$ cat src/include/pwmsd_pkg.sv
// Purpose: constants for the pwm stage with fault shutdown
// Assumes: 100 MHz clock, avalon-mm word registers
// Notes: offsets are byte addresses
package pwmsd_pkg;
    localparam logic [3:0] ADDR_SHUTDOWN = 4'h0;
    localparam logic [3:0] ADDR_PERIOD = 4'h4;
    localparam logic [3:0] ADDR_DUTY = 4'h8;
    localparam logic [3:0] ADDR_TIMER = 4'hC;
    localparam int SD_FLAG_BIT = 7;
    localparam int SRC_MSB = 6;
    localparam int SRC_LSB = 4;
    localparam int PAIR1_MSB = 3;
    localparam int PAIR1_LSB = 2;
    localparam int PAIR2_MSB = 1;
    localparam int PAIR2_LSB = 0;
    // timer control bits
    localparam int TMR_RUN_BIT = 0;
    localparam int TMR_PS_LSB = 1;
    localparam int TMR_FLAG_BIT = 3;
    localparam int TMR_RESTART_BIT = 4;
    localparam int TMR_COMPARATOR_TWO_SYNC_ENABLE_BIT = 5;
    localparam int TMR_DIR_BIT = 6;
    localparam int TMR_MODE_BIT = 7;
    localparam logic [7:0] RESET_BYTE = 8'h00;
    localparam logic [7:0] RESET_DIR = 8'h40;
    localparam logic [3:0] C2_DELAY_CYCLES = 4'h4;
endpackage

$ cat src/rtl/pwmsd_prescaler.sv
// Purpose: period timer tick divider
// Assumes: single clock, sleep freezes the count
// Notes: 00 /1, 01 /4, 1x /16
`timescale 1ns/1ps
`default_nettype none
module pwmsd_prescaler (
    // clock and reset
    input wire logic i_clk,
    input wire logic i_reset_n,
    // control
    input wire logic i_run,
    input wire logic [1:0] i_sel,
    // tick
    output logic o_tick
);
    logic [3:0] cnt;
    logic [3:0] next_cnt;
    logic next_tick;
    logic [3:0] lim;
    always_comb begin
        lim = (i_sel == 2'h0) ? 4'h0 : ((i_sel == 2'h1) ? 4'h3 : 4'hF);
        next_cnt = cnt;
        next_tick = 1'b0;
        if (i_run) begin
            if (cnt >= lim) begin
                next_cnt = 4'h0;
                next_tick = 1'b1;
            end else begin
                next_cnt = cnt + 4'h1;
            end
        end
    end
    always_ff @(posedge i_clk or negedge i_reset_n) begin
        if (!i_reset_n) begin
            cnt <= 4'h0;
            o_tick <= 1'b0;
        end else begin
            cnt <= next_cnt;
            o_tick <= next_tick;
        end
    end
endmodule
`default_nettype wire

$ cat src/rtl/pwmsd_top.sv
// Functional notes
// - sleep stops the period timer and freezes its count and the pin state; register writes and fault flags still act
// - driven pins hold their level while asleep
// - after wake the timer continues from its held count
// - pwm timing derives only from the system clock
// - any reset sets pins to input and registers to reset values
// - each pair drives 00 low, 01 high, 1x tri-state
// - shutdown is level based and lasts while the fault lasts
// - status bit writes are ignored while the fault is present
// - restarted outputs resume only at the next period start
// - with auto restart the status bit clears when fault ends
//
// Purpose: pwm output stage with auto shutdown, avalon-mm slave
// Assumes: fault pins asynchronous, pass three flops
// Notes: waitrequest low for one cycle per access
`timescale 1ns/1ps
`default_nettype none
module pwmsd_top (
    // clock and reset
    input wire logic i_clk,
    input wire logic i_reset_n,
    // avalon-mm slave
    input wire logic [3:0] i_address,
    input wire logic i_read,
    input wire logic i_write,
    input wire logic [31:0] i_writedata,
    output logic [31:0] o_readdata,
    output logic o_waitrequest,
    // power and fault inputs
    input wire logic i_sleep,
    input wire logic i_comparator_one,
    input wire logic i_comparator_two,
    input wire logic i_int_pin,
    // bridge outputs a,b,c,d
    output logic [3:0] o_bridge_out,
    output logic [3:0] o_bridge_oe
);
    ////////////////////////////////////////////////////////////////////
    logic [2:0] c1_s, c2_s, int_s;
    logic [7:0] sd_ctrl, period, duty, tctl, tcount;
    logic [1:0] duty_lo;
    logic [3:0] c2_dly;
    logic active, wreq_q;
    logic [3:0] out_q, oe_q;
    logic ack;
    logic [7:0] next_sd_ctrl, next_period, next_duty, next_tctl, next_tcount;
    logic [1:0] next_duty_lo;
    logic [3:0] next_c2_dly, next_out, next_oe;
    logic next_active, next_ack;
    logic [31:0] next_rd, rd_q;
    logic tick, c2_eff, fault, wr_sel, ovf;
    logic [2:0] src;

    // fault inputs come from other domains
    always_ff @(posedge i_clk or negedge i_reset_n) begin
        if (!i_reset_n) begin
            c1_s <= 3'h0;
            c2_s <= 3'h0;
            int_s <= 3'h7;
        end else begin
            c1_s <= {c1_s[1:0], i_comparator_one};
            c2_s <= {c2_s[1:0], i_comparator_two};
            int_s <= {int_s[1:0], i_int_pin};
        end
    end

    // prescaler gated by sleep so the count freezes in place
    pwmsd_prescaler u_pre (
        .i_clk(i_clk),
        .i_reset_n(i_reset_n),
        .i_run(tctl[pwmsd_pkg::TMR_RUN_BIT] & ~i_sleep),
        .i_sel(tctl[pwmsd_pkg::TMR_PS_LSB +: 2]),
        .o_tick(tick)
    );

    ////////////////////////////////////////////////////////////////////
    always_comb begin
        src = sd_ctrl[pwmsd_pkg::SRC_MSB:pwmsd_pkg::SRC_LSB];
        c2_eff = tctl[pwmsd_pkg::TMR_COMPARATOR_TWO_SYNC_ENABLE_BIT] ?
            (c2_dly == pwmsd_pkg::C2_DELAY_CYCLES) : c2_s[2];
        fault = (src[0] & c1_s[2]) | (src[1] & c2_eff) |
            (src[2] & ~int_s[2]);
        // a tick launched just before sleep must not move the count
        ovf = tick & ~i_sleep & (tcount >= period);
        // write lands at the edge that ends the wait, not before
        wr_sel = i_write & ack;
        next_sd_ctrl = sd_ctrl;
        next_period = period;
        next_duty = duty;
        next_duty_lo = duty_lo;
        next_tctl = tctl;
        next_tcount = tcount;
        next_c2_dly = c2_s[2] ? ((c2_dly == pwmsd_pkg::C2_DELAY_CYCLES) ?
            c2_dly : c2_dly + 4'h1) : 4'h0;
        next_ack = (i_read | i_write) & ~ack;
        next_rd = rd_q;
        if (wr_sel) begin
            case (i_address)
                pwmsd_pkg::ADDR_SHUTDOWN: begin
                    next_sd_ctrl[6:0] = i_writedata[6:0];
                    if (!fault) begin
                        next_sd_ctrl[pwmsd_pkg::SD_FLAG_BIT] = i_writedata[7];
                    end
                end
                pwmsd_pkg::ADDR_PERIOD: next_period = i_writedata[7:0];
                pwmsd_pkg::ADDR_DUTY: begin
                    next_duty = i_writedata[7:0];
                    next_duty_lo = i_writedata[9:8];
                end
                pwmsd_pkg::ADDR_TIMER: next_tctl = i_writedata[7:0];
                default: begin
                end
            endcase
        end
        if (tick && !i_sleep) begin
            next_tcount = ovf ? 8'h00 : tcount + 8'h01;
        end
        // hardware set wins over software clear
        if (ovf) begin
            next_tctl[pwmsd_pkg::TMR_FLAG_BIT] = 1'b1;
        end
        if (fault) begin
            next_sd_ctrl[pwmsd_pkg::SD_FLAG_BIT] = 1'b1;
        end else if (sd_ctrl[pwmsd_pkg::SD_FLAG_BIT] &&
            tctl[pwmsd_pkg::TMR_RESTART_BIT]) begin
            next_sd_ctrl[pwmsd_pkg::SD_FLAG_BIT] = 1'b0;
        end
        if (i_read && !ack) begin
            case (i_address)
                pwmsd_pkg::ADDR_SHUTDOWN: next_rd = {24'h0, sd_ctrl};
                pwmsd_pkg::ADDR_PERIOD: next_rd = {24'h0, period};
                pwmsd_pkg::ADDR_DUTY: next_rd = {22'h0, duty_lo, duty};
                pwmsd_pkg::ADDR_TIMER: next_rd = {16'h0, tcount, tctl};
                default: next_rd = 32'h0;
            endcase
        end
    end

    ////////////////////////////////////////////////////////////////////
    always_comb begin
        next_active = active;
        next_out = out_q;
        next_oe = oe_q;
        if (sd_ctrl[pwmsd_pkg::SD_FLAG_BIT]) begin
            next_active = 1'b0;
        end else if (!active && ovf) begin
            next_active = 1'b1;
        end
        if (active && !sd_ctrl[pwmsd_pkg::SD_FLAG_BIT]) begin
            next_out = {4{({tcount, 2'h0} < {duty, duty_lo})}};
            next_out[1] = ~next_out[0];
            next_out[3] = ~next_out[2];
            next_oe = tctl[pwmsd_pkg::TMR_MODE_BIT] &
                ~tctl[pwmsd_pkg::TMR_DIR_BIT] ? 4'hF : 4'h0;
        end else if (sd_ctrl[pwmsd_pkg::SD_FLAG_BIT]) begin
            // a,c on pair one; b,d on pair two
            next_out[0] = sd_ctrl[pwmsd_pkg::PAIR1_LSB];
            next_out[2] = sd_ctrl[pwmsd_pkg::PAIR1_LSB];
            next_out[1] = sd_ctrl[pwmsd_pkg::PAIR2_LSB];
            next_out[3] = sd_ctrl[pwmsd_pkg::PAIR2_LSB];
            next_oe[0] = ~sd_ctrl[pwmsd_pkg::PAIR1_MSB];
            next_oe[2] = ~sd_ctrl[pwmsd_pkg::PAIR1_MSB];
            next_oe[1] = ~sd_ctrl[pwmsd_pkg::PAIR2_MSB];
            next_oe[3] = ~sd_ctrl[pwmsd_pkg::PAIR2_MSB];
        end
        if (i_sleep) begin
            next_active = active;
            next_out = out_q;
            next_oe = oe_q;
        end
    end

    ////////////////////////////////////////////////////////////////////
    always_ff @(posedge i_clk or negedge i_reset_n) begin
        if (!i_reset_n) begin
            sd_ctrl <= pwmsd_pkg::RESET_BYTE;
            period <= pwmsd_pkg::RESET_BYTE;
            duty <= pwmsd_pkg::RESET_BYTE;
            duty_lo <= 2'h0;
            tctl <= pwmsd_pkg::RESET_DIR;
            tcount <= pwmsd_pkg::RESET_BYTE;
            c2_dly <= 4'h0;
            active <= 1'b0;
            wreq_q <= 1'b1;
            out_q <= 4'h0;
            oe_q <= 4'h0;
            ack <= 1'b0;
            rd_q <= 32'h0;
        end else begin
            sd_ctrl <= next_sd_ctrl;
            period <= next_period;
            duty <= next_duty;
            duty_lo <= next_duty_lo;
            tctl <= next_tctl;
            tcount <= next_tcount;
            c2_dly <= next_c2_dly;
            active <= next_active;
            wreq_q <= ~next_ack;
            out_q <= next_out;
            oe_q <= next_oe;
            ack <= next_ack;
            rd_q <= next_rd;
        end
    end

    assign o_bridge_out = out_q;
    assign o_bridge_oe = oe_q;
    assign o_readdata = rd_q;
    assign o_waitrequest = wreq_q;
endmodule
`default_nettype wire

$ cat config.mk
export PLATFORM = sky130hd
export DESIGN_NAME = pwmsd_top
export DESIGN_NICKNAME = d
export VERILOG_FILES = /design/src/include/pwmsd_pkg.sv /design/src/rtl/pwmsd_prescaler.sv /design/src/rtl/pwmsd_top.sv
export SDC_FILE = /design/constraint.sdc
export NUM_CORES = 1
export LEC_CHECK = 0
export BUFFER_PORTS_ARGS = -buffer_cell sky130_fd_sc_hd__buf_4
export CAP_MARGIN = 5
export CORE_UTILIZATION = 59
export DETAILED_ROUTE_END_ITERATION = 6
export PLACE_DENSITY_LB_ADDON = 0.05
export RECOVER_POWER = 50
export SLEW_MARGIN = 10
export SYNTH_ARGS = -nofsm -noshare
export SYNTH_HDL_FRONTEND = slang
export SYNTH_HIERARCHICAL = 1
export SYNTH_SLANG_ARGS = --single-unit
$ cat constraint.sdc
create_clock -name i_clk -period 5.5 [get_ports i_clk]
set_input_delay 0.275 -clock i_clk [delete_from_list [all_inputs] [get_ports i_clk]]
set_output_delay 0.275 -clock i_clk [all_outputs]
set_load 0.01 [all_outputs]
Word level (Yosys, flattened, before mapping)
Cells that the tools add are included.

storage, ports and cells
  register bits after elaboration = 103
  input bits = 44
  output and inout port bits = 41
  word-level logic and storage cells = 101

operators by class
  add/subtract/negate cells = 3
  $lt $le $gt $ge = 3
  eq/ne operators = 6
  mux-type cells = 24
  bitwise logic cells = 20
  reduce and logical (&&, ||, !) cells = 25

operator list
  cell                   number
  $pmux W16 S4           1
  $mux W4                12
  $mux W8                3
  $reduce_and A2 Y1      8
  $lt A10 B10 Y1         1
  $and A1 B1 Y1          9
  $add A4 B1 Y4 const B  2
  $add A8 B1 Y8 const B  1
  $eq A4 B3 Y1 const B   2
  $eq A4 B4 Y1 const B   2
  $ge A8 B8 Y1           1
  $mux W1                8
  $not A1 Y1             8
  $reduce_bool A2 Y1     4
  $reduce_bool A3 Y1     2
  $logic_and A1 B1 Y1    5
  $ge A4 B4 Y1           1
  $logic_not A1 Y1       4
  $logic_not A4 Y1       1
  $or A1 B1 Y1           3
  $eq A2 B1 Y1 const B   1
  $logic_not A2 Y1       1
  $ne A2 B2 Y1 const B   1

Logic depth before layout (Yosys ltp)
  depth after elaboration = 7
  gate-level depth with buffers = 7
  depth with buffers taken out = 7

Modules after synthesis
Netlist, hierarchy kept.

modules (own cells, without submodules)
  module           instances  cells each  area an instance (um^2)  sequential area each (um^2)
  pwmsd_top        1          360         3865.0                   1958.1
  pwmsd_prescaler  1          34          332.8                    125.1

Least setup slack after synthesis
OpenSTA, ideal clock, no wires.

  path type = register -> register
  start point = register tcount[2]
  end point = register tcount[6]
  setup time = 101 ps
  data arrival time = 1780 ps
  required time = 5399 ps
  slack = 3619 ps
  cell stages (with the launch flop) = 7
  path buffers = 0
  clock period less this slack = 1881 ps
  cells stage by stage = dfrtp_1 ha_1 or4_4 a21oi_4 o31a_2 nand2_4 o311ai_2

between the ends
  word-level cells in the longest chain between the ends = 3
  elaborated cells on any way between the ends = 4
  classes of those cells = add/sub (1); order compare (1); mux (1); bitwise (1)

RTL lines
  element                 line              source
  from (decl)             pwmsd_top.sv:40   logic [7:0] sd_ctrl, period, duty, tctl, tcount;
  from (signal assigned)  pwmsd_top.sv:181  tcount <= pwmsd_pkg::RESET_BYTE;
  from (signal assigned)  pwmsd_top.sv:195  tcount <= next_tcount;
  $ge A8 B8 Y1            pwmsd_top.sv:84   ovf = tick & ~i_sleep & (tcount >= period);
  $and A1 B1 Y1           pwmsd_top.sv:84
  $mux W8 (*)             pwmsd_top.sv:116  next_tcount = ovf ? 8'h00 : tcount + 8'h01;

Mark *: on every way between the ends. The rest lies on a longest branch, timed or not.
A chain may end at the register's enable or synchronous reset.

Worst setup path after layout
Same ends and word-level chain as after synthesis.

==> reports/results.ini <==
[outcome]
status = finished, final reports clean

[worst_setup_path]
cpLargestDelayFamily = simple AND/OR/NAND/NOR gates
rrSetupSlack_ns = 3.42
criticalPathCategory = register to register
path_cells = ha_1 -> or4_4 -> a21oi_4 -> o31a_2 -> nand2_4 -> o311ai_2
crit_required_ns = 5.76
path_max_fanout = 7
r2r-end = tcount[6]
end_kind = register
r2r.worst_path.cells = 6
path_buf_inv = 0
r2r-start = tcount[2]
cp_slowest_stage_delay_ns = 0.55
cp_slowest_cell = or4_4
cp_data_arrival_time_ns = 2.34
start_kind = register

[global_route]
gr-total-overflow = 0
grt_usage_pct = 25.6
grt-busiest-layer = met2
grt_pass1_vias = 2922
grtUsageMet2_pct = 37.7
grt_start_max_net_pins = 84
antenna_found_initial = 0
grt_pass1_wl_um = 14300
use_met3_pct = 6.95
use_met1_pct = 36.4

[placed_design]
dp_cells = 519
place.gp.congestion = 0.830
dp_hpwl_um = 6190
portBuffers = 46

[drt]
routed_wirelength_um = 8750
drtIter0Drc = 187
drc = 0
postRouteAntennaNets = 0
vias = 2961
vias_per_cell = 5.51
wl_per_cell_um = 16.3
dr.pass1.iters = 4

[worst_hold_path]
whs_endpoint = c2_s[0]
hp-class = input pin to register
whs_path_depth = 1
worstHoldStart = i_comparator_two

[final_layout]
synthToLayoutAreaGrowth_pct = 13.4
nets = 504
nFillCells = 532
diodes = 0
final_cells = 537
layout-drive-gt1-share_pct = 22.4

[clock_tree]
ctsRootBufferMaster = clkbuf_8
clk_pin_slew_ns = 0.08
clkLatencyLatePin_ns = 0.36
cts_tree = done
numCtsBuffers = 9
htree_levels = 3
cts.path.max_buffers = 2
clkSinkCount = 83
cts_resized = 0

[yosys]
synth_seq_cells = 83
synth_simple_gate_area_share_pct = 13.6
synth_area_mm2 = 0.00420
synth_most_common_cell = dfrtp_1
synth_top_family_by_area = compound AO/OA/AOI/OAI gates
synth_area_leaders = dfrtp_1, ha_1, o21ai_0, nand2_1, mux2_2
synth_edf_count = 0
synth-compound-area-share_pct = 15.8
synthMuxAreaShare_pct = 5.48
async_reset_ff_share_pct = 100
synthCells = 394
yosysWarnings = 6
synth_xor_xnor_area_share_pct = 0.209
synth.distinct_cells = 59
avgSynthCellArea_um2 = 10.7
synth_common_cells = dfrtp_1, nand2_1, o21ai_0
synth_fa_ha_area_share_pct = 7.15
ys.flop_type = dfrtp_1
yosysTopAreaCellShare_pct = 46.5
yosysSeqAreaShare_pct = 49.6
yosys.area.top_type = dfrtp_1

[sta]
tightest_slew_ns = 1.05
fin_crit_ns = 2.08
fmax_mhz = 481
post-route-period-util_pct = 37.8
slew_viol_final = 0
hold_viol = 0
slew_headroom_pct = 30.2
setup_tns_ns = 0
rsz0062_at_grt = no
finalSetupViolations = 0
finClkSkew_ns = 0.0109

[floorplan]
die-area_mm2 = 0.00746
start_util_pct = 61.4
rows = 30
chipHeight_um = 86.4
core_area_mm2 = 0.00683
io_pins = 85
fp.dieW_um = 86.4

[power]
power.leakage_nw = 2.27
p_per_area_mw_per_mm2 = 379
irDropWorstVdd_uv = 190

[job]
cap_viol_max_count = 0

==> final cells by class <==
type / instances / area [um2] / share of cell area, %
Clock buffer: 12 / 135 / 2.84
Clock inverter: 4 / 98.8 / 2.08
Inverter: 31 / 116 / 2.44
Multi-Input combinational cell: 262 / 1830 / 38.5
Sequential cell: 83 / 2080 / 43.8
Tap cell: 96 / 120 / 2.52
Timing Repair Buffer: 49 / 373 / 7.83
==> per-stage QoR <==
| stage | hold slack [ns] | util [%] | worst slack [ns] | cell area, um2 | power, mW |
|---|---|---|---|---|---|
| after CTS | 0.00928 | 69.4 | 3.42 | 4740 | 1.81 |
| after global routing | 0.0242 | 69.7 | 3.30 | 4760 | 1.92 |
| after detailed placement | 0.335 | 66.0 | 3.30 | 4510 | 1.29 |
| after global placement | 0.332 | 66.0 | 3.31 | 4510 | 1.27 |
| after floorplan | -0.0206 | - | 3.62 | 4250 | 1.15 |
| final | 0.0464 | 69.7 | 3.42 | 4760 | 1.81 |
==> per-layer routing <==
layer  share of wire, %  up-vias  wire (um)
met5                  0        -          0
met4                2.0        0        179
met3                5.7       15        495
met2                 43       85       3800
met1                 49     1422       4270
li1                   -     1439          -
==> worst reg2reg max path, cell delays in order, from the launching register on <==
cell,delay [ns]
dfrtp_1,0.48
ha_1,0.25
or4_4,0.55
a21oi_4,0.14
o31a_2,0.22
nand2_4,0.09
o311ai_2,0.27
==> power breakdown <==
group          switching (mW)  leakage (nW)  total [mW]  internal, mW
Sequential              0.104          1.02       0.827         0.723
Combinational           0.240          1.13       0.460         0.220
Clock                   0.216         0.115       0.520         0.304
Total                   0.559          2.27        1.81          1.25
==> cell usage in the layout, fill, tap and decap left out, types with 3 or more instances in the layout <==
cell	instances
or3_1	3
or2_2	4
clkbuf_1	3
ha_1	24
nor2b_1	3
clkbuf_8	9
buf_4	44
inv_1	31
nor2_1	8
and3_1	6
o21ai_1	3
dfstp_2	5
a22o_1	8
a221oi_1	11
dfrtp_1	78
nand3b_1	3
mux2_2	15
conb_1	16
nand3_1	8
a21oi_1	9
nand2_1	47
o21ai_0	40
nand2b_1	7
mux2i_1	5
bufinv_16	3
clkbuf_4	3
==> flip-flops by register name, indices dropped and copies added, names as in the netlist, 2 cells and up <==
signal and cells:
o_readdata 16, duty 8, period 8, sd_ctrl 8, tcount 8, tctl 8
c2_dly 4, u_pre/cnt 4, c1_s 3, c2_s 3, int_s 3, duty_lo 2
o_bridge_oe 2, o_bridge_out 2
==> repair_timing <==
item,in CTS,in global routing
hold buffers,0,2
buffers inserted,0,0
hold endpoints to repair,0,2
==> worst max-delay path by stage <==
stage | startpoint | end | slack [ns] | depth (start not counted)
4_1_cts | tcount[2] | tcount[6] | 3.42 | 6
3_5_place_dp | i_address[0] | tctl[5] | 3.30 | 4
2_1_floorplan | tcount[2] | tcount[6] | 3.62 | 6
5_1_grt | tcount[2] | tcount[6] | 3.30 | 6
3_3_place_gp | i_address[0] | tctl[4] | 3.31 | 4
6_report | tcount[2] | tcount[6] | 3.42 | 6
==> cell families (layout without fill, tap and decap cells) <==
group | after synthesis | in the layout
AOI/OAI and AO/OA | 96 | 96
xor gates and xnor gates | 1 | 1
adders and majority gates | 24 | 24
buffers and inverters | 64 | 96
DFF | 83 | 83
muxes | 21 | 21
other | 1 | 16
and+or+nand+nor | 104 | 104
Note: power is estimated with default switching activity, not from simulation.
